--- src/hdl/snsres_pkg.sv ---
// package for the sensor result register block: map, fields, carriers
// Operation
// (RL1) hysteresis flag bit7 gives delta sign
// (RL2) hysteresis bit6 set above touch threshold
// (RL3) hysteresis bit5 set above proximity threshold
// (RL4) hysteresis output sixteen bits, low byte first
// (RL5) magnetic bit2 set above touch threshold
// (RL6) magnetic bit1 set above proximity threshold
// (RL7) magnetic bit0 polarity: zero north, one south
// (RL8) flip-chip build inverts polarity bit meaning
// (RL9) magnetic output sixteen bits, up to 8000
// (RL10) temperature flag bit7 set on trip
// (RL11) temperature output sixteen bits, low first
// (RL12) calibrated variant adds offset of one hundred
// (RL13) channel counts read-only, low byte first
// (RL14) long-term averages readable and host writable
// (RL15) magnetic event raises global event bit2
// (RL16) temperature event raises global event bit4
// (RL17) unused flag bits zero, result writes ignored
// (RL18) low byte read latches paired high byte
package snsres_pkg;

	// register byte addresses
	localparam logic [7:0] ADDR_GLOBAL_EVENTS = 8'h11;
	localparam logic [7:0] ADDR_HYST_FLAGS    = 8'h13;
	localparam logic [7:0] ADDR_HYST_OUT_LO   = 8'h14;
	localparam logic [7:0] ADDR_HYST_OUT_HI   = 8'h15;
	localparam logic [7:0] ADDR_MAG_FLAGS     = 8'h16;
	localparam logic [7:0] ADDR_MAG_OUT_LO    = 8'h17;
	localparam logic [7:0] ADDR_MAG_OUT_HI    = 8'h18;
	localparam logic [7:0] ADDR_TEMP_FLAGS    = 8'h19;
	localparam logic [7:0] ADDR_TEMP_OUT_LO   = 8'h1a;
	localparam logic [7:0] ADDR_TEMP_OUT_HI   = 8'h1b;
	localparam logic [7:0] ADDR_COUNTS_FIRST  = 8'h20;
	localparam logic [7:0] ADDR_COUNTS_LAST   = 8'h2b;
	localparam logic [7:0] ADDR_LTA_FIRST     = 8'h30;
	localparam logic [7:0] ADDR_LTA_LAST      = 8'h35;

	// channel population
	localparam int NUM_COUNT_CH = 6;
	localparam int NUM_LTA_CH   = 3;

	// flag field positions
	localparam int HYST_SIGN_BIT  = 7;
	localparam int HYST_TOUCH_BIT = 6;
	localparam int HYST_PROX_BIT  = 5;
	localparam int MAG_TOUCH_BIT  = 2;
	localparam int MAG_PROX_BIT   = 1;
	localparam int MAG_POLAR_BIT  = 0;
	localparam int TEMP_TRIP_BIT  = 7;
	localparam int GEV_MAG_BIT    = 2;
	localparam int GEV_TEMP_BIT   = 4;

	// value limits and offsets
	localparam logic [15:0] MAG_OUT_MAX     = 16'h1f40;
	localparam logic [15:0] TEMP_CAL_OFFSET = 16'h0064;
	localparam logic [15:0] WORD_RESET      = 16'h0000;
	localparam logic [7:0]  BYTE_ZERO       = 8'h00;

	// one measurement result from the sensing engines
	typedef struct packed {
		logic        hyst_counts_above; // counts exceed average
		logic        hyst_touch;        // delta above touch threshold
		logic        hyst_prox;         // delta above prox threshold
		logic [15:0] hyst_out;          // hysteresis detector value
		logic        mag_touch;         // magnetic delta above touch
		logic        mag_prox;          // magnetic delta above prox
		logic        mag_south;         // physical south field present
		logic [15:0] mag_out;           // magnetic detector value
		logic        temp_trip;         // temperature event
		logic [15:0] temp_raw;          // raw or die-celsius value
	} snsres_result_t;

	// host register access
	typedef struct packed {
		logic       rd; // read strobe, one cycle
		logic       wr; // write strobe, one cycle
		logic [7:0] addr;
		logic [7:0] wdata;
	} snsres_req_t;

endpackage

--- src/hdl/snsres_lta_bank.sv ---
// writable long-term average store, one word per channel
`timescale 1ns/100ps
`default_nettype none
module snsres_lta_bank (
	// clock and reset
	input  wire logic        core_clk_i,
	input  wire logic        rst_n_i,
	// engine update
	input  wire logic        eng_we_i,
	input  wire logic [1:0]  eng_ch_i,
	input  wire logic [15:0] eng_val_i,
	// host byte write
	input  wire logic        host_we_i,
	input  wire logic [2:0]  host_idx_i,
	input  wire logic [7:0]  host_data_i,
	// word view
	output logic [15:0] lta_o [snsres_pkg::NUM_LTA_CH]
);
	logic [15:0] lta_ff [snsres_pkg::NUM_LTA_CH]; // stored averages

	// per-channel storage; host byte write wins over engine update so
	// software can reseed a channel mid-measurement
	genvar g;
	generate
		for (g = 0; g < snsres_pkg::NUM_LTA_CH; g++) begin : g_ch
			wire host_hit = host_we_i && (host_idx_i[2:1] == 2'(g));
			wire eng_hit  = eng_we_i && (eng_ch_i == 2'(g));
			always_ff @(posedge core_clk_i or negedge rst_n_i) begin
				if (!rst_n_i) begin
					lta_ff[g] <= snsres_pkg::WORD_RESET;
				end else if (host_hit) begin // RL14
					if (host_idx_i[0]) begin
						lta_ff[g][15:8] <= host_data_i;
					end else begin
						lta_ff[g][7:0] <= host_data_i;
					end
				end else if (eng_hit) begin
					lta_ff[g] <= eng_val_i;
				end
			end
			assign lta_o[g] = lta_ff[g];
		end
	endgenerate
endmodule
`default_nettype wire

--- src/hdl/snsres_regs.sv ---
// sensor result register file: flags, outputs, counts, averages
`timescale 1ns/100ps
`default_nettype none
module snsres_regs #(
	parameter bit FLIP_CHIP  = 1'b0, // wafer-level build inverts polarity
	parameter bit CALIBRATED = 1'b0  // die-celsius temperature variant
) (
	// clock and reset
	input  wire logic                        core_clk_i,
	input  wire logic                        resetn_i,
	// sensing engine results
	input  wire logic                        meas_done_i,
	input  wire snsres_pkg::snsres_result_t  result_i,
	input  wire logic [15:0]                 counts_i [snsres_pkg::NUM_COUNT_CH],
	input  wire logic                        lta_we_i,
	input  wire logic [1:0]                  lta_ch_i,
	input  wire logic [15:0]                 lta_val_i,
	// host register access
	input  wire snsres_pkg::snsres_req_t     req_i,
	output logic [7:0]                       rdata_o,
	output logic                             rvalid_o,
	// global event bits and stored averages
	output logic                             mag_event_o,
	output logic                             temp_event_o,
	output logic [15:0]                      lta_o [snsres_pkg::NUM_LTA_CH]
);
	// reset release through two flops
	logic rst_s1_ff;
	logic rst_n_ff;
	always_ff @(posedge core_clk_i or negedge resetn_i) begin
		if (!resetn_i) begin
			rst_s1_ff <= 1'b0;
			rst_n_ff  <= 1'b0;
		end else begin
			rst_s1_ff <= 1'b1;
			rst_n_ff  <= rst_s1_ff;
		end
	end

	// latched measurement results
	logic [7:0]  hyst_flags_ff;  // sign, touch, prox
	logic [15:0] hyst_out_ff;    // hysteresis output word
	logic [7:0]  mag_flags_ff;   // touch, prox, polarity
	logic [15:0] mag_out_ff;     // magnetic output word
	logic [7:0]  temp_flags_ff;  // trip flag
	logic [15:0] temp_out_ff;    // temperature word
	logic [15:0] counts_ff [snsres_pkg::NUM_COUNT_CH]; // channel counts
	logic        mag_event_ff;   // global event bit two
	logic        temp_event_ff;  // global event bit four
	logic [7:0]  shadow_hi_ff;   // high byte caught on low read
	logic [7:0]  rdata_ff;       // read data
	logic        rvalid_ff;      // read answer strobe

	// flag byte builders; unassigned positions stay zero
	logic [7:0] nxt_hyst_flags;
	logic [7:0] nxt_mag_flags;
	logic [7:0] nxt_temp_flags;
	logic [15:0] nxt_mag_out;
	logic [15:0] nxt_temp_out;
	always_comb begin
		nxt_hyst_flags = snsres_pkg::BYTE_ZERO; // RL17
		nxt_hyst_flags[snsres_pkg::HYST_SIGN_BIT] =
			result_i.hyst_counts_above; // RL1
		nxt_hyst_flags[snsres_pkg::HYST_TOUCH_BIT] =
			result_i.hyst_touch; // RL2
		nxt_hyst_flags[snsres_pkg::HYST_PROX_BIT] =
			result_i.hyst_prox; // RL3
		nxt_mag_flags = snsres_pkg::BYTE_ZERO; // RL17
		nxt_mag_flags[snsres_pkg::MAG_TOUCH_BIT] = result_i.mag_touch; // RL5
		nxt_mag_flags[snsres_pkg::MAG_PROX_BIT]  = result_i.mag_prox; // RL6
		// the flip-chip die is mounted upside down, so the sense reverses
		nxt_mag_flags[snsres_pkg::MAG_POLAR_BIT] =
			result_i.mag_south ^ FLIP_CHIP; // RL7 RL8
		nxt_temp_flags = snsres_pkg::BYTE_ZERO; // RL17
		nxt_temp_flags[snsres_pkg::TEMP_TRIP_BIT] = result_i.temp_trip; // RL10
		// clamp the field value to its documented span
		if (result_i.mag_out > snsres_pkg::MAG_OUT_MAX) begin // RL9
			nxt_mag_out = snsres_pkg::MAG_OUT_MAX;
		end else begin
			nxt_mag_out = result_i.mag_out;
		end
		// calibrated build reports celsius plus one hundred
		if (CALIBRATED) begin // RL12
			nxt_temp_out = 16'(result_i.temp_raw + snsres_pkg::TEMP_CAL_OFFSET);
		end else begin
			nxt_temp_out = result_i.temp_raw; // RL11
		end
	end

	// result capture once per measurement cycle
	always_ff @(posedge core_clk_i or negedge rst_n_ff) begin
		if (!rst_n_ff) begin
			hyst_flags_ff <= snsres_pkg::BYTE_ZERO;
			hyst_out_ff   <= snsres_pkg::WORD_RESET;
			mag_flags_ff  <= snsres_pkg::BYTE_ZERO;
			mag_out_ff    <= snsres_pkg::WORD_RESET;
			temp_flags_ff <= snsres_pkg::BYTE_ZERO;
			temp_out_ff   <= snsres_pkg::WORD_RESET;
		end else if (meas_done_i) begin
			hyst_flags_ff <= nxt_hyst_flags;
			hyst_out_ff   <= result_i.hyst_out; // RL4
			mag_flags_ff  <= nxt_mag_flags;
			mag_out_ff    <= nxt_mag_out;
			temp_flags_ff <= nxt_temp_flags;
			temp_out_ff   <= nxt_temp_out;
		end
	end

	// channel counts, one word each
	genvar g;
	generate
		for (g = 0; g < snsres_pkg::NUM_COUNT_CH; g++) begin : g_cnt
			always_ff @(posedge core_clk_i or negedge rst_n_ff) begin
				if (!rst_n_ff) begin
					counts_ff[g] <= snsres_pkg::WORD_RESET;
				end else if (meas_done_i) begin
					counts_ff[g] <= counts_i[g]; // RL13
				end
			end
		end
	endgenerate

	// address decode
	wire in_counts = (req_i.addr >= snsres_pkg::ADDR_COUNTS_FIRST) &&
		(req_i.addr <= snsres_pkg::ADDR_COUNTS_LAST);
	wire in_lta = (req_i.addr >= snsres_pkg::ADDR_LTA_FIRST) &&
		(req_i.addr <= snsres_pkg::ADDR_LTA_LAST);
	wire [7:0] cnt_off = req_i.addr - snsres_pkg::ADDR_COUNTS_FIRST;
	wire [7:0] lta_off = req_i.addr - snsres_pkg::ADDR_LTA_FIRST;
	wire [2:0] cnt_idx = cnt_off[3:1];
	wire [2:0] lta_idx = lta_off[3:1];
	// only the average bank accepts host writes
	wire lta_host_we = req_i.wr && in_lta; // RL14 RL17

	// the bank holding writable averages
	snsres_lta_bank u_lta (
		.core_clk_i  (core_clk_i),
		.rst_n_i     (rst_n_ff),
		.eng_we_i    (lta_we_i),
		.eng_ch_i    (lta_ch_i),
		.eng_val_i   (lta_val_i),
		.host_we_i   (lta_host_we),
		.host_idx_i  (lta_off[2:0]),
		.host_data_i (req_i.wdata),
		.lta_o       (lta_o)
	);

	// is this address the low byte of the hysteresis, magnetic or temperature output word
	function automatic logic is_low_byte(input logic [7:0] a);
		logic r;
		r = (a == snsres_pkg::ADDR_HYST_OUT_LO) ||
			(a == snsres_pkg::ADDR_MAG_OUT_LO) ||
			(a == snsres_pkg::ADDR_TEMP_OUT_LO);
		return r;
	endfunction

	// word seen at a low-byte output address or in the count and average ranges; zero elsewhere
	logic [15:0] word_sel;
	always_comb begin
		word_sel = snsres_pkg::WORD_RESET;
		if (in_counts) begin
			word_sel = counts_ff[cnt_idx];
		end else if (in_lta) begin
			word_sel = lta_o[lta_idx[1:0]];
		end else begin
			case (req_i.addr)
				snsres_pkg::ADDR_HYST_OUT_LO: word_sel = hyst_out_ff;
				snsres_pkg::ADDR_MAG_OUT_LO:  word_sel = mag_out_ff;
				snsres_pkg::ADDR_TEMP_OUT_LO: word_sel = temp_out_ff;
				default:                      word_sel = snsres_pkg::WORD_RESET;
			endcase
		end
	end

	wire pair_low = is_low_byte(req_i.addr) ||
		((in_counts || in_lta) && !req_i.addr[0]);
	wire pair_high = (req_i.addr == snsres_pkg::ADDR_HYST_OUT_HI) ||
		(req_i.addr == snsres_pkg::ADDR_MAG_OUT_HI) ||
		(req_i.addr == snsres_pkg::ADDR_TEMP_OUT_HI) ||
		((in_counts || in_lta) && req_i.addr[0]);

	// read data mux; high bytes come from the shadow so a word never
	// tears when the engine updates between the two byte reads
	logic [7:0] nxt_rdata;
	always_comb begin
		if (pair_low) begin
			nxt_rdata = word_sel[7:0];
		end else if (pair_high) begin
			nxt_rdata = shadow_hi_ff; // RL18
		end else begin
			case (req_i.addr)
				snsres_pkg::ADDR_GLOBAL_EVENTS: begin
					nxt_rdata = snsres_pkg::BYTE_ZERO;
					nxt_rdata[snsres_pkg::GEV_MAG_BIT]  = mag_event_ff;
					nxt_rdata[snsres_pkg::GEV_TEMP_BIT] = temp_event_ff;
				end
				snsres_pkg::ADDR_HYST_FLAGS: nxt_rdata = hyst_flags_ff;
				snsres_pkg::ADDR_MAG_FLAGS:  nxt_rdata = mag_flags_ff;
				snsres_pkg::ADDR_TEMP_FLAGS: nxt_rdata = temp_flags_ff;
				default:                     nxt_rdata = snsres_pkg::BYTE_ZERO;
			endcase
		end
	end

	// read answer and high-byte shadow
	always_ff @(posedge core_clk_i or negedge rst_n_ff) begin
		if (!rst_n_ff) begin
			rdata_ff     <= snsres_pkg::BYTE_ZERO;
			rvalid_ff    <= 1'b0;
			shadow_hi_ff <= snsres_pkg::BYTE_ZERO;
		end else begin
			rvalid_ff <= req_i.rd;
			if (req_i.rd) begin
				rdata_ff <= nxt_rdata;
			end
			if (req_i.rd && pair_low) begin
				shadow_hi_ff <= word_sel[15:8]; // RL18
			end
		end
	end

	// global event bits: level copies of the detector events
	always_ff @(posedge core_clk_i or negedge rst_n_ff) begin
		if (!rst_n_ff) begin
			mag_event_ff  <= 1'b0;
			temp_event_ff <= 1'b0;
		end else if (meas_done_i) begin
			mag_event_ff  <= result_i.mag_touch | result_i.mag_prox; // RL15
			temp_event_ff <= result_i.temp_trip; // RL16
		end
	end

	assign rdata_o      = rdata_ff;
	assign rvalid_o     = rvalid_ff;
	assign mag_event_o  = mag_event_ff;
	assign temp_event_o = temp_event_ff;
endmodule
`default_nettype wire

--- config.mk ---
export PLATFORM = sky130hd
export DESIGN_NAME = snsres_regs
export DESIGN_NICKNAME = d
export VERILOG_FILES = /design/src/hdl/snsres_pkg.sv /design/src/hdl/snsres_lta_bank.sv /design/src/hdl/snsres_regs.sv
export SDC_FILE = /design/constraint.sdc
export NUM_CORES = 1
export LEC_CHECK = 0
export BUFFER_PORTS_ARGS = -buffer_cell sky130_fd_sc_hd__buf_2
export CAP_MARGIN = 40
export CORE_MARGIN = 10
export CORE_UTILIZATION = 60
export CTS_BUF_LIST = sky130_fd_sc_hd__clkbuf_4
export CTS_CLUSTER_SIZE = 16
export DETAILED_ROUTE_END_ITERATION = 10
export HOLD_SLACK_MARGIN = 0.06
export PLACE_DENSITY = 0.95
export SETUP_SLACK_MARGIN = 0.05
export SLEW_MARGIN = 20
export SYNTH_ARGS = -nofsm -noshare
export SYNTH_HDL_FRONTEND = slang
export SYNTH_SLANG_ARGS = --single-unit
--- constraint.sdc ---
create_clock -name core_clk_i -period 17.25 [get_ports core_clk_i]
set_input_delay 3.45 -clock core_clk_i [delete_from_list [all_inputs] [get_ports core_clk_i]]
set_output_delay 3.45 -clock core_clk_i [all_outputs]
set_load 0.005 [all_outputs]
## Word-level counts from Yosys, hierarchy flattened

Index checks and enable logic that the tools add are counted.
W data, S select, Z words.

- Bits in registers: 219
- Bits of input ports: 191
- Word-level logic and storage cells: 108

- Add/sub/neg operators: 2
- $lt $le $gt $ge: 7
- Equality and inequality tests: 20
- Mux-type cells: 21
- Bitwise operators: 3
- Reduce and logical (&&, ||, !) cells: 31

Operators by type and width:

| cell | count |
|---|---|
| $mux W16 | 13 |
| $eq A8 B5 Y1 const B | 10 |
| $bmux W16 S3 | 1 |
| $pmux W16 S3 | 1 |
| $bmux W16 S2 | 1 |
| $mux W8 | 4 |
| $pmux W8 S4 | 1 |
| $ge A8 B6 Y1 const B | 2 |
| $gt A16 B13 Y1 const B | 1 |
| $le A8 B6 Y1 const B | 2 |
| $logic_and A1 B1 Y1 | 12 |
| $ne A2 B2 Y1 const B | 6 |
| $reduce_and A2 Y1 | 6 |
| $logic_or A1 B1 Y1 | 7 |
| $reduce_bool A2 Y1 | 3 |
| $eq A2 B1 Y1 const B | 2 |
| $eq A2 B2 Y1 const B | 2 |
| $ge A4 B4 Y1 const B | 1 |
| $logic_not A2 Y1 | 2 |
| $not A3 Y4 | 1 |
| $sub A4 B1 Y4 const B | 1 |
| $ge A3 B3 Y1 const B | 1 |
| $not A2 Y3 | 1 |
| $sub A3 B1 Y3 const B | 1 |
| 2 further kinds | 2 |

## Logic depth before layout (Yosys ltp)

Gate-level depths: netlist of the first run.

- Depth after elaboration: 8
- Gate-level depth with buffers: 10

## Cells and area by module

Synthesis of the first run repeated with hierarchy kept, for this count alone.

- Cell total of the unflattened synthesis: 841
- Area, all modules: 10522.6 µm²

By module, submodules not included:

| module | instances | cells an instance | area each (µm²) | sequential area each (µm²) |
|---|---|---|---|---|
| snsres_regs | 1 | 648 | 8156.6 | 4279.1 |
| snsres_lta_bank | 1 | 193 | 2366.0 | 1201.2 |

## Worst setup path before layout of the first run

Ideal clock, no wire load.

- Path kind: in2reg
- Start point: input req_i[15] (netlist name)
- End point: register u_lta.lta_ff, in the netlist u_lta.lta_o[36]
- Setup time: 0.118 ns
- Arrival time: 5.047 ns
- Required time: 17.132 ns
- Setup slack: 12.085 ns
- Cell stages on the path: 9
- Path buffers: 3
- Cell sequence: or3b_4 and3b_1 buf_4 nand2_2 o21a_1 buf_2 buf_6 a22o_1 a21o_1

- Longest elaborated chain between the ends: 6

Ends and longest elaborated chain:

| what | RTL line | RTL |
|---|---|---|
| start, declared | snsres_regs.sv:19 | `input wire snsres_pkg::snsres_req_t req_i,` |
| $ge A8 B6 Y1 / $le A8 B6 Y1 (equally long branches) | snsres_regs.sv:126, snsres_regs.sv:127 |  |
| $logic_and A1 B1 Y1 * | snsres_regs.sv:126 | `wire in_lta = (req_i.addr >= snsres_pkg::ADDR_LTA_FIRST) &&` |
| $logic_and A1 B1 Y1 * | snsres_regs.sv:133 | `wire lta_host_we = req_i.wr && in_lta;` |
| $logic_and A1 B1 Y1 * | snsres_lta_bank.sv:26 | `wire host_hit = host_we_i && (host_idx_i[2:1] == 2'(g));` |
| $ne A2 B2 Y1 (no source line) / $reduce_bool A2 Y1 (equally long branches) | n/a |  |
| $reduce_and A2 Y1 (no source line) | n/a |  |
| end signal, assigned by index | snsres_lta_bank.sv:30 | `lta_ff[g] <= snsres_pkg::WORD_RESET;` |
| end signal, assigned by index | snsres_lta_bank.sv:33 | `lta_ff[g][15:8] <= host_data_i;` |
| end signal, assigned by index | snsres_lta_bank.sv:35 | `lta_ff[g][7:0] <= host_data_i;` |
| end, declared | snsres_lta_bank.sv:19 | `logic [15:0] lta_ff [snsres_pkg::NUM_LTA_CH];` |

Mark *: on every way between the ends. The rest lies on a longest branch, timed or not.
A chain may end at the register's enable or synchronous reset.

## Final worst setup path of the first run

- Start point: input req_i[10] (netlist name)
- End point: register rdata_ff[1], in the netlist rdata_o[1]

- Longest elaborated chain between the ends: 8

Ends and longest elaborated chain:

| what | RTL line | RTL |
|---|---|---|
| parallel branches: the longest is 7 deep, another holds $sub A4 B1 Y4 | n/a |  |
| $mux W8 * | snsres_regs.sv:186 | `if (pair_low) begin` |
| end signal, assigned | snsres_regs.sv:208 | `rdata_ff <= snsres_pkg::BYTE_ZERO;` |
| end signal, assigned | snsres_regs.sv:214 | `rdata_ff <= nxt_rdata;` |
| end, declared | snsres_regs.sv:51 | `logic [7:0] rdata_ff;` |

Every way passes the cells marked *. The select of a mux whose other input is x is not followed.

==> results of run 1 <==
registers in the layout (all words and copies together) (netlist names):
name,count
counts_ff,96
u_lta.lta_o,48
hyst_out_ff,16
mag_out_ff,16
temp_out_ff,16
rdata_o,8
shadow_hi_ff,8
hyst_flags_ff,3
mag_flags_ff,3
mag_event_o,1
rst_n_ff,1
rst_s1_ff,1
rvalid_o,1
temp_event_o,1
placed cells by master (no fill, tap or decap), drive strengths merged, types with 4 or more instances in the layout:
master / Yosys / routed
buf: 21 / 260
o21a: 4 / 4
nor3: 8 / 8
inv: 4 / 4
o21ai: 34 / 34
a21o: 16 / 16
a22oi: 32 / 32
a22o: 23 / 23
nand3: 20 / 20
mux4: 16 / 16
nor2b: 8 / 8
a21oi: 36 / 36
clkinv: 1 / 4
mux2i: 49 / 49
a221oi: 4 / 4
nand2: 75 / 75
o221ai: 17 / 17
dfrtp: 219 / 219
o22a: 5 / 5
clkbuf: 35 / 83
nor2: 42 / 42
nor3b: 4 / 4
mux2: 136 / 136
a211oi: 10 / 10
cell families after synthesis:
logic type             Yosys count  synth area share [%]
AND/OR/NAND/NOR                172                  7.91
AO/OA/AOI/OAI                  188                  12.9
other                            1                0.0364
buffers and inverters           61                  2.63
flip-flops                     219                  53.2
multiplexers                   201                  23.3
worst max-delay path, stage by stage:
cell      delay, ps
buf_2            80
buf_4           530
nand2b_1        620
nor3b_4         220
o21a_1          270
o21ai_2         440
buf_6           230
a211oi_1         70
nor3_1          200
layout make-up:
cell class              instances  area share [%]
repair buffers                260            11.3
well taps                     220            2.22
clock buffers                  83            5.04
clock inverters                 4           0.192
flip-flops and latches        219            44.3
inverters                       5           0.152
diodes                          2          0.0404
multi-input cells             562            36.8
metrics by stage:
stage / total power [W] / instances / worst slack [ps] / cell area [sq um] / hold WS (ps)
2_1_floorplan: 0.000713 / 842 / 10700 / 10300 / 331
3_3_place_gp: 0.000797 / 1262 / 11010 / 11600 / 340
3_5_place_dp: 0.000809 / 1265 / 10900 / 11700 / 339
4_1_cts: 0.00123 / 1352 / 11630 / 12400 / 352
5_1_grt: 0.00128 / 1353 / 11490 / 12400 / 349
6_report: 0.00123 / 1355 / 11650 / 12400 / 345
layer usage:
layer  routed length [um]  vias to the layer above  GRT usage, %
met4                 1080                        2          10.6
met1                11600                     4136          33.6
met5                   14                        -             0
met2                15900                      548          46.7
met3                 3440                      100          7.85
li1                     -                     3672             -
power by group through the flow:
stage / Clock (W) / Combinational (W) / Sequential [W]
after global routing: 0.000454 / 0.000208 / 0.000617
after CTS: 0.000427 / 0.000192 / 0.000610
final: 0.000422 / 0.000191 / 0.000612
after detailed placement: 0 / 0.000190 / 0.000619
after global placement: 0 / 0.000182 / 0.000615
after floorplan: 0 / 0.000102 / 0.000611
final timing paths:
path	from	end	slack [ps]	cells past startpoint
worst min-delay path	rst_s1_ff	rst_n_ff	340	0
max in group asynchronous	resetn_i	rst_n_ff	14620	1
worst max register to register	rst_n_ff	rdata_o[2]	15470	1
worst min register to register	rst_s1_ff	rst_n_ff	340	0
worst max-delay path	req_i[10]	rdata_o[1]	11650	9
min in group asynchronous	rst_n_ff	counts_ff[90]	360	0
==> impl_metrics.py, run 1 <==
metrics = {
    "clock_network": {
        "ctsHtreeMaxLevel": 2,
        "cts-resized-gates": 0,
        "cts_sinks": 219,
        "clk_pin_slew_ps": 70,
        "cts_setup_buffers": 0,
        "postCtsHoldBufs": 0,
        "cts_made_buffers": 55,
        "cts_tree": "done",
        "clockRootBuffer": "clkbuf_4",
        "ctsLongestPathBuffers": 3,
        "clk_latency_ps": 700,
    },
    "sta": {
        "finalCritPeriodShare_pct": 32.5,
        "relSlewSlack_pct": 36.6,
        "drv_slew": 0,
        "fmax_ghz": 0.178,
        "final-hold-violation-count": 0,
        "worst_pin_slew_ps": 951,
        "finalSetupViolCount": 0,
        "finalClockSkew_ps": 63.3,
        "rsz0062_at_grt": "false",
        "tns_ps": 0,
        "period_needed_ps": 5600,
    },
    "logic_synthesis": {
        "ys_warn_count": 0,
        "synth_top_cells_by_area": "dfrtp_1 53%, mux2_2 15%, mux2i_1 4.7%, mux4_2 3.5%, nand2_1 2.7%",
        "netlist.area_leader.share_pct": 53.2,
        "syn_inst": 842,
        "synth_seq_area_share_pct": 53.2,
        "synth_seq_cells": 219,
        "yosysTopAreaCell": "dfrtp_1",
        "async_reset_ff_share_pct": 100,
        "synth_cell_types": 55,
        "syn_avg_cell_area_sq_um": 12.2,
        "synth_nets": 1033,
        "syn_area_sq_um": 10300,
        "synth_edf_count": 0,
        "synth_top_cells_by_count": "219 x dfrtp_1, 135 x mux2_2, 74 x nand2_1, 48 x mux2i_1, 40 x nor2_1",
        "synth_most_common_cell": "dfrtp_1",
        "yosys_most_used_dff": "dfrtp_1",
    },
    "routing": {
        "viasPerCell": 6.24,
        "first_iter_violations": 816,
        "drc": 0,
        "detail_route.wl_per_cell_um": 23.6,
        "drtPass1Iterations": 8,
        "routed_wirelength_um": 32000,
        "final_antenna_net_count": 0,
        "num_vias": 8458,
    },
    "power_and_ir_drop": {
        "p_int_w": 0.000878,
        "peakVddDrop_uv": 70.1,
        "swShare_pct": 28.3,
        "clockPowerShare_pct": 34.4,
        "pwr-share-comb_pct": 15.6,
        "p_leak_nw": 5.91,
        "seqPwrFrac_pct": 49.9,
        "p_sw_w": 0.000347,
        "power_density_nw_per_um2": 99.0,
    },
    "die": {
        "fp.coreArea_sq_um": 16700,
        "fp.dieW_um": 151,
        "row_count": 47,
        "initial_core_util_pct": 61.6,
        "ioPinCount": 250,
        "dieArea_sq_um": 22800,
        "die_h_um": 151,
    },
    "layout": {
        "final_layout_size_suffix_gt1_share_pct": 45.2,
        "area_delta_synth_final_pct": 20.2,
        "fin_util_pct": 74.1,
        "fin_nets": 1294,
        "fillers": 1147,
        "multi_input_area_sq_um": 4550,
        "regArea_sq_um": 5480,
    },
    "global_routing": {
        "grt_pass1_wl_um": 49400,
        "overflow": 0,
        "grt_usage_pct": 27.9,
        "grt_max_degree": 170,
        "grt_pass1_vias": 8904,
        "antenna_found_initial": 3,
    },
    "placement": {
        "post-dp-hpwl_um": 23000,
        "gp_congestion": 1.01,
        "portBuffers": 249,
    },
    "outcome": {
        "status": "finished clean",
    },
    "worst_hold_path": {
        "hold_class": "reg2reg",
    },
    "setup_path": {
        "crit_arrival_ps": 6160,
        "cp-end-kind": "flop",
        "critPathKind": "in2reg",
        "cp_max_fo": 42,
        "cp_data_required_time_ps": 17810,
        "startpoint_type": "input pin",
    },
    "job": {
        "max_cap_viol_count": 0,
    },
}
No activity file was read; power rests on OpenSTA's default activity.
==> run 2, diff against run 1 <==
--- a/config.mk
+++ b/config.mk
@@ -8,12 +8,12 @@
 export BUFFER_PORTS_ARGS = -buffer_cell sky130_fd_sc_hd__buf_2
 export CAP_MARGIN = 40
 export CORE_MARGIN = 10
-export CORE_UTILIZATION = 60
+export CORE_UTILIZATION = 56
 export CTS_BUF_LIST = sky130_fd_sc_hd__clkbuf_4
 export CTS_CLUSTER_SIZE = 16
 export DETAILED_ROUTE_END_ITERATION = 10
 export HOLD_SLACK_MARGIN = 0.06
-export PLACE_DENSITY = 0.95
+export PLACE_DENSITY = 0.9
 export SETUP_SLACK_MARGIN = 0.05
 export SLEW_MARGIN = 20
 export SYNTH_ARGS = -nofsm -noshare
==> constraint.sdc (replaced) <==
create_clock -name core_clk_i -period 5.6 [get_ports core_clk_i]
set_input_delay 1.12 -clock core_clk_i [delete_from_list [all_inputs] [get_ports core_clk_i]]
set_output_delay 1.12 -clock core_clk_i [all_outputs]
set_load 0.005 [all_outputs]
==> run 2 against run 1 <==
Sequential cell count unchanged. Total power grew to 3.1 times the previous value. Clock power rose to 3.1 times the previous value. Via count decreased by 2.0%. Combinational power grew to 3.1 times the previous value. Sequential power increased to 3.1 times the previous value.
==> impl_metrics.py, run 2 (synthesis results as in run 1) <==
metrics = {
    "sta": {
        "tns_ps": 0,
        "fmax_ghz": 0.312,
        "worst_pin_slew_ps": 848,
        "rsz0062_at_grt": "false",
        "final-hold-violation-count": 0,
        "finalClockSkew_ps": 49.6,
        "finalSetupViolCount": 0,
        "finalCritPeriodShare_pct": 57.2,
        "drv_slew": 0,
        "period_needed_ps": 3200,
        "relSlewSlack_pct": 43.5,
        "holdWs_ps": 202,
    },
    "clock_network": {
        "clk_latency_ps": 690,
        "ctsHtreeMaxLevel": 2,
        "cts-resized-gates": 0,
        "cts_tree": "done",
        "cts_made_buffers": 56,
        "cts_sinks": 219,
        "clockRootBuffer": "clkbuf_4",
        "ctsLongestPathBuffers": 3,
        "clk_pin_slew_ps": 70,
        "cts_setup_buffers": 0,
        "postCtsHoldBufs": 0,
    },
    "setup_path": {
        "crit_arrival_ps": 3720,
        "startpoint_type": "input pin",
        "cp-end-kind": "flop",
        "critPathKind": "in2reg",
        "rr_startpoint": "counts_ff[55]",
        "cp_max_fo": 25,
        "max_stage_delay_ps": 590,
        "cp_top_family": "simple AND/OR/NAND/NOR gates",
        "crit_chain": "buf_2 -> buf_4 -> nand2_1 -> and3b_1 -> nand3_1 -> mux2i_4 -> o21ai_0",
        "r2r-end": "rdata_o[7]",
        "cp.buffers_inverters": 2,
        "cp_data_required_time_ps": 6120,
        "reg2reg_depth": 5,
        "crit_path_top_delay_cell": "nand3_1",
        "reg2reg_slack_ps": 3920,
    },
    "layout": {
        "regMostFlops": "counts_ff",
        "final_common_cell": "buf_2",
        "final_cell_mix": "247 x buf_2, 218 x dfrtp_1, 135 x mux2_2",
        "fillers": 1304,
        "final_layout_size_suffix_gt1_share_pct": 44.6,
        "regArea_sq_um": 5480,
        "fin_area_sq_um": 12500,
        "fin_nets": 1298,
        "area_delta_synth_final_pct": 20.9,
        "largest_reg_flops": 96,
        "multi_input_area_sq_um": 4550,
    },
    "routing": {
        "final_antenna_net_count": 0,
        "drc": 0,
        "detail_route.wl_per_cell_um": 22.4,
        "met1Wirelength_um": 12000,
        "wl_met3_um": 2840,
        "first_iter_violations": 619,
        "wl_met2_um": 14900,
        "routed_wirelength_um": 30800,
        "num_vias": 8290,
        "dr.max_layer_used": "met5",
        "drtPass1Iterations": 6,
        "viasPerCell": 6.01,
    },
    "global_routing": {
        "grt_max_degree": 71,
        "grt_usage_pct": 24.6,
        "grt_pass1_wl_um": 47500,
        "grt_pass1_vias": 8844,
        "overflow": 0,
        "antenna_found_initial": 7,
    },
    "placement": {
        "post-dp-hpwl_um": 22500,
        "place_area_sq_um": 11700,
        "gp_congestion": 0.916,
        "portBuffers": 249,
    },
    "die": {
        "fp.coreArea_sq_um": 18000,
        "ioPinCount": 250,
        "die_h_um": 156,
        "dieArea_sq_um": 24200,
        "fp.dieW_um": 156,
        "row_count": 49,
        "initial_core_util_pct": 57.1,
    },
    "power_and_ir_drop": {
        "total_power_w": 0.00378,
        "power_density_nw_per_um2": 304,
        "p_leak_nw": 5.93,
        "peakVddDrop_uv": 211,
    },
    "worst_hold_path": {
        "hold_class": "in2async",
    },
    "job": {
        "max_cap_viol_count": 0,
    },
    "outcome": {
        "status": "finished clean",
    },
}
==> run 2: cell count changes in the layout (fill, tap and decap cells not counted), sizes merged <==
cell    delta
clkinv    +16
clkbuf     -9
buf        +3
diode      +3
bufinv     +1
inv        +1
==> run 2: layer usage <==
layer  GRT usage [%]  up-vias
li1                -     3683
met1            30.7     4024
met5               0        -
met4            10.5        4
met3            6.48       98
met2            39.6      481
==> run 2: layout make-up <==
cell class	count	share of cell area, %
multi-input combinational	562	36.5
clock inverter	22	0.945
antenna	5	0.100
inverter	5	0.151
clock buffer	74	4.46
sequential	219	44.0
tap	229	2.30
timing repair buffer	263	11.4
==> run 2: power by group <==
group          internal [W]  total, W  switching, W
clock network      0.000660   0.00132      0.000656
logic              0.000295  0.000598      0.000303
registers           0.00175   0.00187      0.000116
==> run 2: worst max-delay path by stage <==
stage | start | endpoint | slack [ps] | cells after the start
final | req_i[10] | u_lta.lta_o[27] | 2400 | 7
after global routing | req_i[10] | rdata_o[7] | 2160 | 7
after CTS | req_i[10] | u_lta.lta_o[29] | 2460 | 7
after detailed placement | req_i[10] | u_lta.lta_o[29] | 1750 | 7
after global placement | req_i[10] | rdata_o[3] | 1910 | 6
after floorplan | rst_n_ff | counts_ff[0] | 2000 | 0
==> run 2: stage by stage <==
step	cells	setup slack [ps]	util, %
global placement	1273	1910	64.7
finish	1379	2400	69.1
CTS	1372	2460	68.7
detailed placement	1276	1750	65.0
global route	1379	2160	69.1
floorplan	842	2000	-
==> run 3, diff against run 2 <==
==> constraint.sdc (replaced) <==
create_clock -name core_clk_i -period 3.24 [get_ports core_clk_i]
set_input_delay 0.648 -clock core_clk_i [delete_from_list [all_inputs] [get_ports core_clk_i]]
set_output_delay 0.648 -clock core_clk_i [all_outputs]
set_load 0.005 [all_outputs]
==> run 3 against run 2 <==
Sequential share of layout area decreased by 0.38 points. Clock skew decreased by 16 ps. Sequential cell count unchanged. Critical path depth increased by 1. Core utilization increased by 0.60 points. Count of clock-buffer cells in the layout increased by 5. Routed wire length decreased by 0.91%. Clock power increased by 75%. Register-to-register slack got worse by 2300 ps. Global-route usage increased by 0.27 points. Combinational power increased by 74%. Critical endpoint is now shadow_hi_ff[5]. Largest cell class unchanged.
==> impl_metrics.py, run 3 (synthesis results as in run 1) <==
metrics = {
    "die": {
        "row_count": 49,
        "dieArea_sq_um": 24200,
        "initial_core_util_pct": 57.1,
        "fp.coreArea_sq_um": 18000,
        "ioPinCount": 250,
        "die_h_um": 156,
        "fp.dieW_um": 156,
    },
    "layout": {
        "final_layout_size_suffix_gt1_share_pct": 45.3,
        "area_delta_synth_final_pct": 22.0,
        "final_common_cell": "buf_2",
        "largest_reg_flops": 96,
        "regMostFlops": "counts_ff",
        "diodes": 0,
        "fin_nets": 1310,
        "final_cell_mix": "247 x buf_2, 218 x dfrtp_1, 135 x mux2_2",
    },
    "sta": {
        "worst_pin_slew_ps": 839,
        "fmax_ghz": 0.465,
        "finalSetupViolCount": 0,
        "period_needed_ps": 2150,
        "fin_ws_ps": 1090,
        "final-hold-violation-count": 0,
        "finalCritPeriodShare_pct": 66.3,
        "drv_slew": 0,
        "relSlewSlack_pct": 44.1,
        "tns_ps": 0,
        "rsz0062_at_grt": "false",
        "finalClockSkew_ps": 33.2,
    },
    "global_routing": {
        "grt_usage_pct": 24.8,
        "grt_max_degree": 147,
        "grt_pass1_vias": 8956,
        "overflow": 0,
        "antenna_found_initial": 0,
        "grt_pass1_wl_um": 48100,
    },
    "clock_network": {
        "cts-resized-gates": 0,
        "cts_setup_buffers": 0,
        "cts_made_buffers": 55,
        "clk_latency_ps": 680,
        "clockRootBuffer": "clkbuf_4",
        "cts_tree": "done",
        "ctsLongestPathBuffers": 3,
        "clk_pin_slew_ps": 70,
        "ctsHtreeMaxLevel": 2,
        "cts_sinks": 219,
    },
    "setup_path": {
        "r2r-end": "rdata_o[1]",
        "startpoint_type": "input pin",
        "reg2reg_depth": 5,
        "crit_start": "req_i[9]",
        "rr_startpoint": "counts_ff[33]",
        "crit_arrival_ps": 2720,
        "cp_data_required_time_ps": 3810,
        "reg2reg_slack_ps": 1590,
        "endpoint": "shadow_hi_ff[5]",
        "critPathKind": "in2reg",
        "cp_max_fo": 29,
        "cp-end-kind": "flop",
    },
    "routing": {
        "num_vias": 8328,
        "viasPerCell": 6.00,
        "detail_route.wl_per_cell_um": 22.0,
        "final_antenna_net_count": 0,
        "routed_wirelength_um": 30500,
        "first_iter_violations": 506,
        "drc": 0,
        "drtPass1Iterations": 5,
    },
    "job": {
        "max_cap_viol_count": 0,
    },
    "power_and_ir_drop": {
        "pwr-share-comb_pct": 15.8,
        "p_leak_nw": 6.01,
        "swShare_pct": 27.9,
        "p_sw_w": 0.00183,
        "power_density_nw_per_um2": 523,
        "clockPowerShare_pct": 35.1,
        "peakVddDrop_uv": 452,
        "seqPwrFrac_pct": 49.1,
        "p_int_w": 0.00474,
    },
    "outcome": {
        "status": "finished clean",
    },
    "placement": {
        "gp_congestion": 0.910,
        "portBuffers": 249,
        "post-dp-hpwl_um": 22800,
        "dp_slack_ps": 502,
    },
    "worst_hold_path": {
        "hold_class": "reg2async",
    },
}
-- run 3: cell count changes in the layout (fill, tap and decap cells not counted), sizes merged --
cell | previous run | this run
buf | 263 | 275
clkbuf | 74 | 79
clkinv | 20 | 17
clkinvlp | 1 | 0
diode | 5 | 0
dlygate4sd3 | 0 | 1
-- run 3: layer usage --
| metal | routed length [um] | track usage (%) |
|---|---|---|
| met3 | 2760 | 6.64 |
| met2 | 14700 | 39.9 |
| met5 | 0 | 0 |
| met4 | 1250 | 11.2 |
| met1 | 11900 | 30.9 |
-- run 3: worst min-delay path by stage --
stage | slack [ps] | to | cells after the start | start
final | 140 | counts_ff[44] | 0 | rst_n_ff
after global routing | 150 | counts_ff[44] | 0 | rst_n_ff
after CTS | 150 | counts_ff[37] | 2 | counts_i[37]
after detailed placement | 340 | rst_n_ff | 0 | rst_s1_ff
after global placement | 340 | rst_n_ff | 0 | rst_s1_ff
after floorplan | 330 | rst_n_ff | 0 | rst_s1_ff
-- run 3: final cells by class --
type,instances,area (sq um)
fillers,1308,5470
flip-flops and latches,219,5480
inverters,5,18.8
clock buffers,79,593
repair buffers,276,1530
well taps,229,287
clock inverters,18,96.3
multi-input cells,562,4550
-- run 3: power by group through the flow --
stage	Combinational [W]	Sequential, W	Clock (W)
after floorplan	0.000542	0.00325	0
after global placement	0.000990	0.00327	0
after detailed placement	0.00102	0.00329	0
after CTS	0.00103	0.00324	0.00236
after global routing	0.00113	0.00326	0.00252
final	0.00104	0.00323	0.00231
-- run 3: through the flow --
| step | util, % | hold WS [ps] | total power [W] | area (sq um) | std cells |
|---|---|---|---|---|---|
| global route | 69.7 | 153 | 0.00691 | 12600 | 1388 |
| floorplan | - | 331 | 0.00380 | 10300 | 842 |
| finish | 69.7 | 139 | 0.00657 | 12600 | 1388 |
| global placement | 65.6 | 336 | 0.00426 | 11800 | 1289 |
| detailed placement | 65.6 | 343 | 0.00431 | 11800 | 1289 |
| CTS | 69.5 | 151 | 0.00662 | 12500 | 1387 |
-- run 3: critical path, cell delays in order --
cell,delay (ps)
buf_4,410
nand2_1,140
and3b_1,280
o21a_1,240
o21ai_2,540
buf_4,270
nand2_1,70
o21ai_0,90
-- run 3: what timing repair did --
action,CTS,global route
hold endpoints to repair,2,0
endpoints found under the setup margin,0,0
hold buffers,1,0
